[config.mk]
export PLATFORM = sky130hd
export DESIGN_NAME = cbt_tracker
export DESIGN_NICKNAME = d
export VERILOG_FILES = /design/src/cbt_pkg.sv /design/src/cbt_code_map.sv /design/src/cbt_sync.sv /design/src/cbt_tracker.sv
export SDC_FILE = /design/constraint.sdc
export NUM_CORES = 1
export LEC_CHECK = 0
export BUFFER_PORTS_ARGS = -buffer_cell sky130_fd_sc_hd__buf_4
export CORE_ASPECT_RATIO = 0.6
export CORE_MARGIN = 2
export CORE_UTILIZATION = 45
export DETAILED_ROUTE_END_ITERATION = 6
export PLACE_DENSITY_LB_ADDON = 0.12
export SYNTH_ARGS = -nofsm -noshare
export SYNTH_HDL_FRONTEND = slang
export SYNTH_SLANG_ARGS = --single-unit
[constraint.sdc]
create_clock -name i_clock -period 13.9 [get_ports i_clock]
set_input_delay 1.39 -clock i_clock [delete_from_list [all_inputs] [get_ports i_clock]]
set_output_delay 1.39 -clock i_clock [all_outputs]
set_load 0.02 [all_outputs]
[src/cbt_pkg.sv]
// Package of constants and types for the capacitive baseline tracker
package cbt_pkg;
  localparam int DATA_W = 10;
  localparam int ACC_W = 18;
  localparam logic [11:0] OFS_RISE_MPD = 12'h000;
  localparam logic [11:0] OFS_RISE_NSS = 12'h004;
  localparam logic [11:0] OFS_RISE_NRC = 12'h008;
  localparam logic [11:0] OFS_RISE_AVD = 12'h00c;
  localparam logic [11:0] OFS_FALL_MPD = 12'h010;
  localparam logic [11:0] OFS_FALL_NSS = 12'h014;
  localparam logic [11:0] OFS_FALL_NRC = 12'h018;
  localparam logic [11:0] OFS_FALL_AVD = 12'h01c;
  localparam logic [11:0] OFS_TOUCH_NSS = 12'h020;
  localparam logic [11:0] OFS_TOUCH_NRC = 12'h024;
  localparam logic [11:0] OFS_TOUCH_AVD = 12'h028;
  localparam logic [11:0] OFS_BASELINE = 12'h02c;
  localparam logic [11:0] OFS_STATUS = 12'h030;
  localparam int FIELD6_W = 6;
  localparam int FIELD8_W = 8;
  localparam logic [7:0] RST_MPD = 8'h01;
  localparam logic [7:0] RST_NSS = 8'h01;
  localparam logic [7:0] RST_NRC = 8'h00;
  localparam logic [7:0] RST_AVD = 8'h00;
  localparam logic [7:0] CODE_MAX = 8'hff;
  typedef enum logic [1:0] {COND_RISE, COND_FALL, COND_TOUCH} cbt_cond_e;
endpackage

[src/cbt_code_map.sv]
// Maps 8-bit count codes to the count they select
`timescale 1ns/1ns
`default_nettype none
module cbt_code_map
(
  // Code in
  input wire logic [7:0] i_code,
  // Count out
  output logic [8:0] o_count
);
  import cbt_pkg::*;
  always_comb
  begin
    if (i_code == CODE_MAX)
      o_count = {1'b0, CODE_MAX};
    else
      o_count = {1'b0, i_code} + 9'h001;
  end
endmodule
`default_nettype wire

[src/cbt_sync.sv]
// Two-flop synchroniser with asynchronous active-low reset
`timescale 1ns/1ns
`default_nettype none
module cbt_sync
(
  // Clock and reset
  input wire logic i_clock,
  input wire logic i_reset_n,
  // Data
  input wire logic i_async,
  output logic o_sync
);
  logic stage1;
  always_ff @(posedge i_clock or negedge i_reset_n)
  begin
    if (!i_reset_n)
    begin
      stage1 <= 1'b0;
      o_sync <= 1'b0;
    end
    else
    begin
      stage1 <= i_async;
      o_sync <= stage1;
    end
  end
endmodule
`default_nettype wire

[src/cbt_tracker.sv]
// Baseline tracking filter with APB register access
`timescale 1ns/1ns
`default_nettype none
module cbt_tracker
#(
  parameter int DW = cbt_pkg::DATA_W
)
(
  // Clock and reset
  input wire logic i_clock,
  input wire logic i_reset_n,
  // APB slave
  input wire logic i_psel,
  input wire logic i_penable,
  input wire logic i_pwrite,
  input wire logic [11:0] i_paddr,
  input wire logic [31:0] i_pwdata,
  output logic [31:0] o_prdata,
  output logic o_pready,
  output logic o_pslverr,
  // Sample input
  input wire logic i_sample_valid,
  input wire logic [cbt_pkg::DATA_W-1:0] i_sample,
  input wire logic i_touch,
  // Baseline output
  output logic [cbt_pkg::DATA_W-1:0] o_baseline,
  output logic o_baseline_valid
);
  import cbt_pkg::*;

  // ****************************************
  // State
  // ****************************************
  typedef struct packed {
    logic [7:0] r_mpd;
    logic [7:0] r_nss;
    logic [7:0] r_nrc;
    logic [7:0] r_avd;
    logic [7:0] f_mpd;
    logic [7:0] f_nss;
    logic [7:0] f_nrc;
    logic [7:0] f_avd;
    logic [7:0] t_nss;
    logic [7:0] t_nrc;
    logic [7:0] t_avd;
    logic [DATA_W-1:0] baseline;
    logic [8:0] run_cnt;
    logic [8:0] avg_cnt;
    logic [ACC_W-1:0] acc;
    cbt_cond_e cond;
    logic [31:0] prdata;
    logic pready;
    logic pslverr;
    logic bl_valid;
  } cbt_state_s;

  cbt_state_s st;
  cbt_state_s next_st;
  logic touch_sync;
  logic [7:0] sel_mpd;
  logic [7:0] sel_nss;
  logic [7:0] sel_nrc;
  logic [7:0] sel_avd;
  logic [8:0] run_limit;
  logic [8:0] avg_limit;
  logic [DATA_W-1:0] avg;
  logic [DATA_W:0] diff;
  logic [DATA_W:0] step;
  logic [DATA_W:0] pass_lim;
  logic [ACC_W-1:0] acc_sum;
  cbt_cond_e new_cond;
  logic apb_start;
  logic apb_done;
  logic rst_n_a;
  logic rst_n;

  // ****************************************
  // Reset release and touch synchroniser
  // ****************************************
  always_ff @(posedge i_clock or negedge i_reset_n)
  begin
    if (!i_reset_n)
    begin
      rst_n_a <= 1'b0;
      rst_n <= 1'b0;
    end
    else
    begin
      rst_n_a <= 1'b1;
      rst_n <= rst_n_a;
    end
  end

  cbt_sync u_touch_sync
  (
    .i_clock(i_clock),
    .i_reset_n(rst_n),
    .i_async(i_touch),
    .o_sync(touch_sync)
  );

  // ****************************************
  // Parameter set selection
  // ****************************************
  always_comb
  begin
    sel_mpd = st.r_mpd;
    sel_nss = st.r_nss;
    sel_nrc = st.r_nrc;
    sel_avd = st.r_avd;
    case (st.cond)
      COND_RISE:
      begin
        sel_mpd = st.r_mpd;
        sel_nss = st.r_nss;
        sel_nrc = st.r_nrc;
        sel_avd = st.r_avd;
      end
      COND_FALL:
      begin
        sel_mpd = st.f_mpd;
        sel_nss = st.f_nss;
        sel_nrc = st.f_nrc;
        sel_avd = st.f_avd;
      end
      COND_TOUCH:
      begin
        sel_mpd = 8'h00;
        sel_nss = st.t_nss;
        sel_nrc = st.t_nrc;
        sel_avd = st.t_avd;
      end
      default:
      begin
        sel_mpd = st.r_mpd;
      end
    endcase
  end

  cbt_code_map u_run_map
  (
    .i_code(sel_nrc),
    .o_count(run_limit)
  );

  cbt_code_map u_avg_map
  (
    .i_code(sel_avd),
    .o_count(avg_limit)
  );

  // ****************************************
  // Next state
  // ****************************************
  always_comb
  begin
    next_st = st;
    next_st.pready = 1'b0;
    next_st.pslverr = 1'b0;
    next_st.bl_valid = 1'b0;
    acc_sum = st.acc + ACC_W'(i_sample);
    avg = DATA_W'(acc_sum / ACC_W'(avg_limit));
    pass_lim = (DATA_W+1)'({sel_mpd[FIELD6_W-1:0], 1'b0});
    step = (DATA_W+1)'(sel_nss[FIELD6_W-1:0]);
    if (touch_sync)
      new_cond = COND_TOUCH;
    else if (i_sample < st.baseline)
      new_cond = COND_FALL;
    else
      new_cond = COND_RISE;
    diff = '0;
    // ****************************************
    // Register access
    // ****************************************
    // Answer one cycle into the access phase; complete on the next edge
    apb_start = i_psel && i_penable && !st.pready;
    apb_done = i_psel && i_penable && st.pready;
    if (apb_start)
    begin
      next_st.pready = 1'b1;
      next_st.prdata = 32'h0000_0000;
      if (i_pwrite)
      begin
        case (i_paddr)
          OFS_RISE_MPD,
          OFS_RISE_NSS,
          OFS_RISE_NRC,
          OFS_RISE_AVD,
          OFS_FALL_MPD,
          OFS_FALL_NSS,
          OFS_FALL_NRC,
          OFS_FALL_AVD,
          OFS_TOUCH_NSS,
          OFS_TOUCH_NRC,
          OFS_TOUCH_AVD,
          OFS_BASELINE,
          OFS_STATUS: next_st.pslverr = 1'b0;
          default: next_st.pslverr = 1'b1;
        endcase
      end
      else
      begin
        case (i_paddr)
          OFS_RISE_MPD: next_st.prdata = {24'h000000, st.r_mpd};
          OFS_RISE_NSS: next_st.prdata = {24'h000000, st.r_nss};
          OFS_RISE_NRC: next_st.prdata = {24'h000000, st.r_nrc};
          OFS_RISE_AVD: next_st.prdata = {24'h000000, st.r_avd};
          OFS_FALL_MPD: next_st.prdata = {24'h000000, st.f_mpd};
          OFS_FALL_NSS: next_st.prdata = {24'h000000, st.f_nss};
          OFS_FALL_NRC: next_st.prdata = {24'h000000, st.f_nrc};
          OFS_FALL_AVD: next_st.prdata = {24'h000000, st.f_avd};
          OFS_TOUCH_NSS: next_st.prdata = {24'h000000, st.t_nss};
          OFS_TOUCH_NRC: next_st.prdata = {24'h000000, st.t_nrc};
          OFS_TOUCH_AVD: next_st.prdata = {24'h000000, st.t_avd};
          OFS_BASELINE: next_st.prdata = 32'(st.baseline);
          OFS_STATUS:
            next_st.prdata = {4'h0, st.avg_cnt, st.run_cnt,
                              8'h00, 2'(st.cond)};
          default: next_st.pslverr = 1'b1;
        endcase
      end
    end
    // ****************************************
    // Register write
    // ****************************************
    // Writes land only on the edge that completes the transfer
    if (apb_done && i_pwrite)
    begin
      case (i_paddr)
        OFS_RISE_MPD: next_st.r_mpd = {2'b00, i_pwdata[5:0]};
        OFS_RISE_NSS: next_st.r_nss = {2'b00, i_pwdata[5:0]};
        OFS_RISE_NRC: next_st.r_nrc = i_pwdata[7:0];
        OFS_RISE_AVD: next_st.r_avd = i_pwdata[7:0];
        OFS_FALL_MPD: next_st.f_mpd = {2'b00, i_pwdata[5:0]};
        OFS_FALL_NSS: next_st.f_nss = {2'b00, i_pwdata[5:0]};
        OFS_FALL_NRC: next_st.f_nrc = i_pwdata[7:0];
        OFS_FALL_AVD: next_st.f_avd = i_pwdata[7:0];
        OFS_TOUCH_NSS: next_st.t_nss = {2'b00, i_pwdata[5:0]};
        OFS_TOUCH_NRC: next_st.t_nrc = i_pwdata[7:0];
        OFS_TOUCH_AVD: next_st.t_avd = i_pwdata[7:0];
        default: next_st.pslverr = 1'b0;
      endcase
    end
    // ****************************************
    // Baseline filter
    // ****************************************
    // Baseline filter
    if (i_sample_valid)
    begin
      if (new_cond != st.cond)
      begin
        next_st.cond = new_cond;
        next_st.run_cnt = 9'h000;
        next_st.avg_cnt = 9'h000;
        next_st.acc = '0;
      end
      else if (st.avg_cnt + 9'h001 < avg_limit)
      begin
        next_st.avg_cnt = st.avg_cnt + 9'h001;
        next_st.acc = acc_sum;
      end
      else
      begin
        next_st.avg_cnt = 9'h000;
        next_st.acc = '0;
        next_st.bl_valid = 1'b1;
        if (avg >= st.baseline)
          diff = (DATA_W+1)'(avg - st.baseline);
        else
          diff = (DATA_W+1)'(st.baseline - avg);
        if (diff < pass_lim)
        begin
          next_st.baseline = avg;
          next_st.run_cnt = 9'h000;
        end
        else if (st.run_cnt + 9'h001 >= run_limit)
        begin
          next_st.run_cnt = 9'h000;
          if (avg > st.baseline)
            next_st.baseline = (diff < step) ? avg
              : DATA_W'(st.baseline + step[DATA_W-1:0]);
          else
            next_st.baseline = (diff < step) ? avg
              : DATA_W'(st.baseline - step[DATA_W-1:0]);
        end
        else
          next_st.run_cnt = st.run_cnt + 9'h001;
      end
    end
  end

  always_ff @(posedge i_clock or negedge rst_n)
  begin
    if (!rst_n)
    begin
      st <= '0;
      st.r_mpd <= RST_MPD;
      st.r_nss <= RST_NSS;
      st.r_nrc <= RST_NRC;
      st.r_avd <= RST_AVD;
      st.f_mpd <= RST_MPD;
      st.f_nss <= RST_NSS;
      st.f_nrc <= RST_NRC;
      st.f_avd <= RST_AVD;
      st.t_nss <= RST_NSS;
      st.t_nrc <= RST_NRC;
      st.t_avd <= RST_AVD;
      st.cond <= COND_RISE;
    end
    else
      st <= next_st;
  end

  // ****************************************
  // Outputs straight from the state register
  // ****************************************
  assign o_prdata = st.prdata;
  assign o_pready = st.pready;
  assign o_pslverr = st.pslverr;
  assign o_baseline = st.baseline;
  assign o_baseline_valid = st.bl_valid;
endmodule
`default_nettype wire

; Yosys cells after proc, flatten, opt, wreduce, memory -nomap -nowiden
; Memory sizes are Yosys's and may differ from the RTL's.
; Index checks and enable logic that the tools add are counted.
[op_classes]
n_addsub = 9
n_div = 1
magnitude_cmp = 7
eq_ne = 18
mux = 32
bitwise_logic = 2
n_reduce_logical = 24
[op_table]
columns = operator, n
row1 = 28-bit case mux with 13 select lines, 1
row2 = "12-bit by 6-bit equality test with 1-bit output, second input constant", 5
row3 = "12-bit by 5-bit equality test with 1-bit output, second input constant", 4
row4 = 11-bit 2-to-1 mux, 4
row5 = 10-bit 2-to-1 mux, 4
row6 = 36-bit 2-to-1 mux, 1
row7 = 9-bit 2-to-1 mux, 4
row8 = 8-bit case mux with 2 select lines, 2
row9 = 28-bit 2-to-1 mux, 1
row10 = 27-bit 2-to-1 mux, 1
row11 = 2-bit AND reduction, 13
row12 = "12-bit by 4-bit equality test with 1-bit output, second input constant", 2
row13 = 6-bit case mux with 2 select lines, 2
row14 = 10-bit by 10-bit subtractor with 11-bit output, 2
row15 = 19-bit 2-to-1 mux, 1
row16 = 18-bit by 10-bit adder with 18-bit output, 1
row17 = "8-bit by 1-bit adder with 9-bit output, second input constant", 2
row18 = "9-bit by 1-bit adder with 9-bit output, second input constant", 2
row19 = 18-bit by 9-bit divider with 18-bit output, 1
row20 = "8-bit equality test, second input constant", 2
row21 = 13-bit OR reduction, 1
row22 = "12-bit by 3-bit equality test with 1-bit output, second input constant", 1
row23 = 12-bit logical NOT, 1
row24 = 11-bit by 6-bit less-than comparator with 1-bit output, 1
row25 = 21 further kinds, 34
[word_totals]
regBits = 161
romBits = 64
input_bits = 61
out_inout_bits = 45
elab_cells = 118
n_memories = 1
[memory_table]
columns = memory, words, width, read_ports, rd_ports_with_merged_regs, write_ports, line
row1 = (no name shown), 64, 1, 1, 0, 0, cbt_tracker.sv:184  ; case (i_paddr)

; Logic depth before layout (Yosys ltp)
[depth]
word_depth = 17
ltp_mapped = 256
depth_no_buf = 240

; Cells and area by module
; From an unflattened synthesis, not the netlist that was laid out.
[unflattened]
hier_cells = 2122
hier_area_um2 = 17755.8
[by_module_without_submodules]
columns = mod, n_inst, cells_each, area_per_inst_um2, seq_area_each_um2
row1 = cbt_tracker, 1, 2068, 17365.4, 3985.1
row2 = cbt_code_map, 2, 26, 170.2, 0.0
row3 = cbt_sync, 1, 2, 50.0, 50.0

; Worst setup path before layout
; Ideal clock, no wire load.
[synth_path]
path_kind = input-to-reg
startpoint = input port i_sample[8] (netlist bit)
endpoint = register st, in the netlist o_baseline[5]
setup_time_ns = 0.135
arrival_ns = 43.418
required_time_ns = 13.765
slack_ns = -29.653
path_stages = 234
n_path_buf = 15
cell_sequence = ha_1 -> clkbuf_1 -> and3_1 -> nand3_1 -> a2111oi_0 -> or3_1 -> nand2_1 -> ha_1 -> o21bai_1 -> nor3_1 -> nor2_1 -> a21oi_1 -> ha_1 -> a21oi_1 -> or4_4 -> a221oi_4 -> ha_1 -> o211ai_1 -> [198 not listed] -> a21o_1 -> a21o_1 -> a21o_1 -> a211oi_1 -> clkbuf_1 -> mux2i_1 -> a21boi_0 -> o21ai_0 -> and2_1 -> xnor2_1 -> ha_1 -> nand4_1 -> o21ai_0 -> inv_1 -> a2111oi_0 -> nand2b_1 -> clkbuf_1 -> o21ai_0
[synth_between]
elab_chain_len = 12
elab_cells_between_ends = 24
classes_between = 3 x add/sub / 1 x div / 5 x order compare / 1 x eq/ne / 11 x mux / 1 x bitwise / 2 x reduce/logical
[synth_rtl]
columns = item, line
row1 = "start, declared", cbt_tracker.sv:23  ; input wire logic [cbt_pkg::DATA_W-1:0] i_sample,
row2 = 18-bit by 10-bit adder with 18-bit output, cbt_tracker.sv:161  ; acc_sum = st.acc + ACC_W'(i_sample);
row3 = 18-bit by 9-bit divider with 18-bit output, cbt_tracker.sv:162  ; avg = DATA_W'(acc_sum / ACC_W'(avg_limit));
row4 = "10-bit by 10-bit subtractor with 11-bit output, or another cell as far along", cbt_tracker.sv:270  ; diff = (DATA_W+1)'(st.baseline - avg);
row5 = 11-bit 2-to-1 mux, cbt_tracker.sv:267  ; if (avg >= st.baseline)
row6 = 11-bit 2-to-1 mux, cbt_tracker.sv:257  ; else if (st.avg_cnt + 9'h001 < avg_limit)
row7 = 11-bit 2-to-1 mux, cbt_tracker.sv:250  ; if (new_cond != st.cond)
row8 = 11-bit 2-to-1 mux, cbt_tracker.sv:248  ; if (i_sample_valid)
row9 = 11-bit by 6-bit less-than comparator with 1-bit output, "cbt_tracker.sv:280, cbt_tracker.sv:283"
row10 = 10-bit 2-to-1 mux (on tied branches), "cbt_tracker.sv:283, cbt_tracker.sv:280"
row11 = 10-bit 2-to-1 mux, cbt_tracker.sv:279  ; if (avg > st.baseline)
row12 = 10-bit 2-to-1 mux, cbt_tracker.sv:276  ; else if (st.run_cnt + 9'h001 >= run_limit)
row13 = 19-bit 2-to-1 mux, cbt_tracker.sv:271  ; if (diff < pass_lim)
row14 = "end signal, assigned", cbt_tracker.sv:311  ; st <= next_st;
row15 = "end, declared", cbt_tracker.sv:57  ; cbt_state_s st;
; Several ways; a longest one is shown, not always the timed one. The select of a mux whose other input is x is not followed.
; A chain may end at the register's enable or synchronous reset.

; Worst setup path after layout
[layout_path]
startpoint = register st[36] (netlist bit)
endpoint = register st, in the netlist o_baseline[7]
[layout_between]
elab_chain_len = 15
elab_cells_between_ends = 37
classes_between = 6 x add/sub / 1 x div / 6 x order compare / 5 x eq/ne / 15 x mux / 2 x bitwise / 2 x reduce/logical
[layout_rtl]
columns = item, line
row1 = 2-bit equality test or 2-bit by 1-bit equality test with 1-bit output (tied branches), cbt_tracker.sv:111  ; case (st.cond)
row2 = 8-bit case mux with 2 select lines, cbt_tracker.sv:111
row3 = 8-bit by 1-bit adder with 9-bit output or 8-bit equality test (tied branches), "cbt_code_map.sv:17, cbt_code_map.sv:14"
row4 = 9-bit 2-to-1 mux, cbt_code_map.sv:14  ; if (i_code == CODE_MAX)
row5 = 18-bit by 9-bit divider with 18-bit output, cbt_tracker.sv:162
row6 = "10-bit by 10-bit subtractor with 11-bit output, or another cell as far along", cbt_tracker.sv:270
row7 = 11-bit 2-to-1 mux, cbt_tracker.sv:267
row8 = 11-bit 2-to-1 mux, cbt_tracker.sv:257
row9 = 11-bit 2-to-1 mux, cbt_tracker.sv:250
row10 = 11-bit 2-to-1 mux, cbt_tracker.sv:248
row11 = 11-bit by 6-bit less-than comparator with 1-bit output, "cbt_tracker.sv:280, cbt_tracker.sv:283"
row12 = 10-bit 2-to-1 mux (on tied branches), "cbt_tracker.sv:283, cbt_tracker.sv:280"
row13 = 10-bit 2-to-1 mux, cbt_tracker.sv:279
row14 = 10-bit 2-to-1 mux, cbt_tracker.sv:276
row15 = 19-bit 2-to-1 mux, cbt_tracker.sv:271
; Several ways; a longest one is shown, not always the timed one. The select of a mux whose other input is x is not followed.

==> impl_results.md <==
- Setup ws final: -25.80 ns
- Initial core utilization: 0.4601
- Length in cells of the worst reg-to-reg path: 239
- Slew Limit Headroom: 0.04184
- Post-synth EDFFs: 0
- Final clock period utilization by the worst path: 2.856
- Kind of capture point of the worst setup path: register
- Number of global-route vias before repair: 19719
- Sequential area share after synthesis: 0.2227
- Measured slew at the worst slew-check pin: 1.422 ns
- H-tree Lvls: 4
- GRT overflow: 0
- Setup slack on the worst flop-to-flop path: -25.80 ns
- Highest Clock Rate: 0.02519 GHz
- Syn Std Cell Area: 0.01812 sq mm
- Max-cap check violation count: 0
- Violated checks: setup timing
- FF+latch count, synth: 161
- Placer's final routability congestion estimate: 1.003
- Area enclosed by the die boundary: 0.04194 sq mm
- Most common cell type on the critical path: sky130_fd_sc_hd__o21a_1
- Post-layout utilization of the core: 0.6947
- Min cycle time layout: 39.70 ns
- Setup_tns: -463.38 ns
- CP Class: reg -> reg
- Largest driver fanout on the critical path: 7
- Antenna violations before repair: 1
- Wire length after detailed routing: 73740 microns
- Count of port buffers added during placement: 77
- Post-Synth XOR/XNOR Area: 0.04012
- Combinational family with the most area after synthesis: compound AO/OA/AOI/OAI gates
- Clock Root Buffer: sky130_fd_sc_hd__clkbuf_16
- Multiplexer fraction of the synthesized cell area: 0.08681
- Die boundary height: 159.4 microns
- Number of nets still failing antenna checks after routing: 0
- Crit path buffers/inverters: 41
- Status: finished, violations left
- Global-route wire length before repair: 112100 microns
- Post-synthesis async set-or-reset flop share: 1.000
- Core Box Area: 0.03938 sq mm
- Clock transition at the registers of the reported paths: 0.08 ns
- Number of fillers in the final layout: 3067
- Fraction of final layout cells sized beyond drive strength 1: 0.4623
- Final routed DRC violation total: 0
- Diode insertion count for antenna repair: 0
- Wire per inst: 20.95 microns
- Via count: 20557
- Primary FF master, synth: sky130_fd_sc_hd__dfrtp_1
- Average size of a mapped cell: 8.498 sq um
- DRC marker count from the first detailed-route iteration: 1752
- IO Pins: 106
- Non-filler cells in the finished layout: 3520
- Detailed-route vias per instance: 5.840
- End of the worst register-to-register path: o_baseline[7]$_DFFE_PN0P_
- Family with the most delay on the worst path: compound AO/OA/AOI/OAI gates
- Gr usage total: 0.3384
- Share of synthesized cell area in full adder, half adder and majority cells: 0.1430
- Clock tree sinks: 161
- Clock latency of the later-clocked register in the worst-skew pair: 0.45 ns
- Largest stage delay on the critical path: 0.45 ns
- Sort of element at the start of the critical path: register
- RSZ-0062 raised after global routing: true
- Placement Rows: 56
- Area added between synthesis and finish: 50.99%
- Fraction of the mapped netlist area in simple logic gates: 0.1889
- Total number of nets in the final design: 3250
- Finish-stage setup viols: 18
- Number of clock buffers inserted by TritonCTS: 17
- Hold Path Class: reg -> async
- Number of instances in the synthesized netlist: 2132
- CP max-delay cell: sky130_fd_sc_hd__or4_4
- Yosys warnings: 0
- Crit path DAT: 40.05 ns
- Post-route clock skew: 0.01365 ns
- Max Buffers Root-to-Sink: 2
- Count of placed standard cells including taps: 3293
- Max-slew violation count: 0
- Maximum number of pins on one net before global-route repair: 69
- Synth Area in Compound Gates: 0.2635
- Worst reg2reg startpoint: st[36]$_DFFE_PN0P_
- Dpl hpwl: 56910 microns
- Die span in x: 263.0 microns
- Endpoints failing hold: 0
- CP Data Required Time: 14.26 ns
- Number of distinct library cells after synthesis: 113
- 1st-pass router iterations: 7
- CTS tree: done
-- worst max-delay path by stage --
stage	start	to	slack [ns]	cells past startpoint
final	st[36]$_DFFE_PN0P_	o_baseline[7]$_DFFE_PN0P_	-25.80	239
after global routing	st[36]$_DFFE_PN0P_	st[64]$_DFFE_PN0P_	-27.63	238
after CTS	i_sample[1]	o_baseline[6]$_DFFE_PN0P_	-24.94	229
after detailed placement	i_sample[1]	st[64]$_DFFE_PN0P_	-27.20	225
after global placement	i_sample[1]	st[64]$_DFFE_PN0P_	-26.01	224
after floorplan	i_sample[8]	st[64]$_DFFE_PN0P_	-25.90	242
-- synthesized netlist by cell type, drive strengths merged (16+ instances only) --
| cell type | n | area, sq um |
|---|---|---|
| a211oi | 18 | 150.2 |
| a21o | 46 | 346.6 |
| a21oi | 106 | 553.0 |
| a221oi | 35 | 366.6 |
| a22o | 52 | 455.4 |
| a22oi | 23 | 172.7 |
| a31oi | 17 | 106.4 |
| and2 | 16 | 100.1 |
| buf | 67 | 496.7 |
| clkbuf | 36 | 136.4 |
| dfrtp | 156 | 3904 |
| ha | 199 | 2490 |
| inv | 91 | 344.1 |
| mux2 | 115 | 1310 |
| mux2i | 25 | 262.8 |
| nand2 | 148 | 565.6 |
| nand2b | 29 | 188.9 |
| nand3 | 77 | 397.9 |
| nand4 | 22 | 143.9 |
| nor2 | 180 | 688.2 |
| nor2b | 39 | 244.0 |
| nor3 | 88 | 462.9 |
| o211ai | 18 | 145.1 |
| o21a | 69 | 518.0 |
| o21ai | 134 | 674.4 |
| o31ai | 34 | 269.0 |
| or2 | 22 | 140.1 |
| or3 | 21 | 131.4 |
| xnor2 | 51 | 446.7 |
| xor2 | 32 | 280.3 |
-- kinds of logic after synthesis --
family | Yosys count
muxes | 140
DFF | 161
other | 2
xor gates and xnor gates | 83
and+or+nand+nor | 684
adders and majority gates | 204
buffers and inverters | 197
AOI/OAI and AO/OA | 661
-- final cells by class --
type / count / area, sq um / share of cell area
clock buffers: 17 / 425.4 / 0.01555
clock inverters: 15 / 158.9 / 0.005809
flip-flops and latches: 161 / 4040 / 0.1477
repair buffers: 931 / 7071 / 0.2585
multi-input cells: 1780 / 14640 / 0.5351
inverters: 94 / 369.1 / 0.01349
well taps: 522 / 653.1 / 0.02388
-- flip-flops by register name (all words and copies together), names as in the netlist --
signal               cells
u_touch_sync.o_sync      1
o_prdata                28
o_baseline              10
o_pready                 1
st                     116
rst_n                    1
u_touch_sync.stage1      1
o_baseline_valid         1
rst_n_a                  1
o_pslverr                1
-- cells in the final DEF (no fill, tap or decap), types with 49 or more instances in the layout --
cell | synthesis | layout
sky130_fd_sc_hd__dfrtp_1 | 156 | 154
sky130_fd_sc_hd__a21oi_1 | 102 | 69
sky130_fd_sc_hd__buf_4 | 50 | 915
sky130_fd_sc_hd__mux2_2 | 110 | 107
sky130_fd_sc_hd__a22o_1 | 52 | 52
sky130_fd_sc_hd__nor2_1 | 177 | 151
sky130_fd_sc_hd__nor3_1 | 86 | 72
sky130_fd_sc_hd__o21a_1 | 69 | 66
sky130_fd_sc_hd__ha_1 | 199 | 168
sky130_fd_sc_hd__nand3_1 | 76 | 70
sky130_fd_sc_hd__o21ai_0 | 129 | 99
sky130_fd_sc_hd__nand2_1 | 146 | 130
sky130_fd_sc_hd__xnor2_1 | 51 | 49
sky130_fd_sc_hd__inv_1 | 85 | 72
-- metal layers --
metal / track usage / part of all wire / vias to the layer above
met3: 0.1002 / 0.095 / 102
met5: 0.02477 / 0.0021 / -
met2: 0.4663 / 0.40 / 797
li1: - / - / 9688
met4: 0.06390 / 0.016 / 4
met1: 0.5130 / 0.49 / 9966
-- timing repair --
| action | CTS | global route |
|---|---|---|
| resized for setup | 97 | 99 |
| buffers inserted | 149 | 44 |
| pin swaps | 138 | 83 |
| hold buffers | 0 | 0 |
| gates cloned | 3 | 0 |
| endpoints found under the setup margin | 18 | 18 |
-- stage by stage --
stage | cell area (sq um) | hold WS (ns) | setup slack [ns]
6_report | 27360 | 0.2472 | -25.80
4_1_cts | 26550 | 0.2578 | -24.94
5_1_grt | 27360 | 0.2879 | -27.63
2_1_floorplan | 18920 | 0.3312 | -25.90
3_3_place_gp | 24390 | 0.2515 | -26.01
3_5_place_dp | 24390 | 0.2504 | -27.20
-- worst reg2reg max path: cells and delay by family (launching register included) --
kind	cells	cell delay, ns
AO/OA/AOI/OAI	107	18.50
AND/OR/NAND/NOR	66	9.83
adder cells (fa/ha/maj)	21	5.28
buffers and inverters	41	4.68
multiplexers	3	0.80
flip-flops	1	0.41
XOR/XNOR	1	0.10
Power is left out: the tool's default activity adds up to more than one toggle a clock period on the data nets, which glitch-free logic cannot reach.
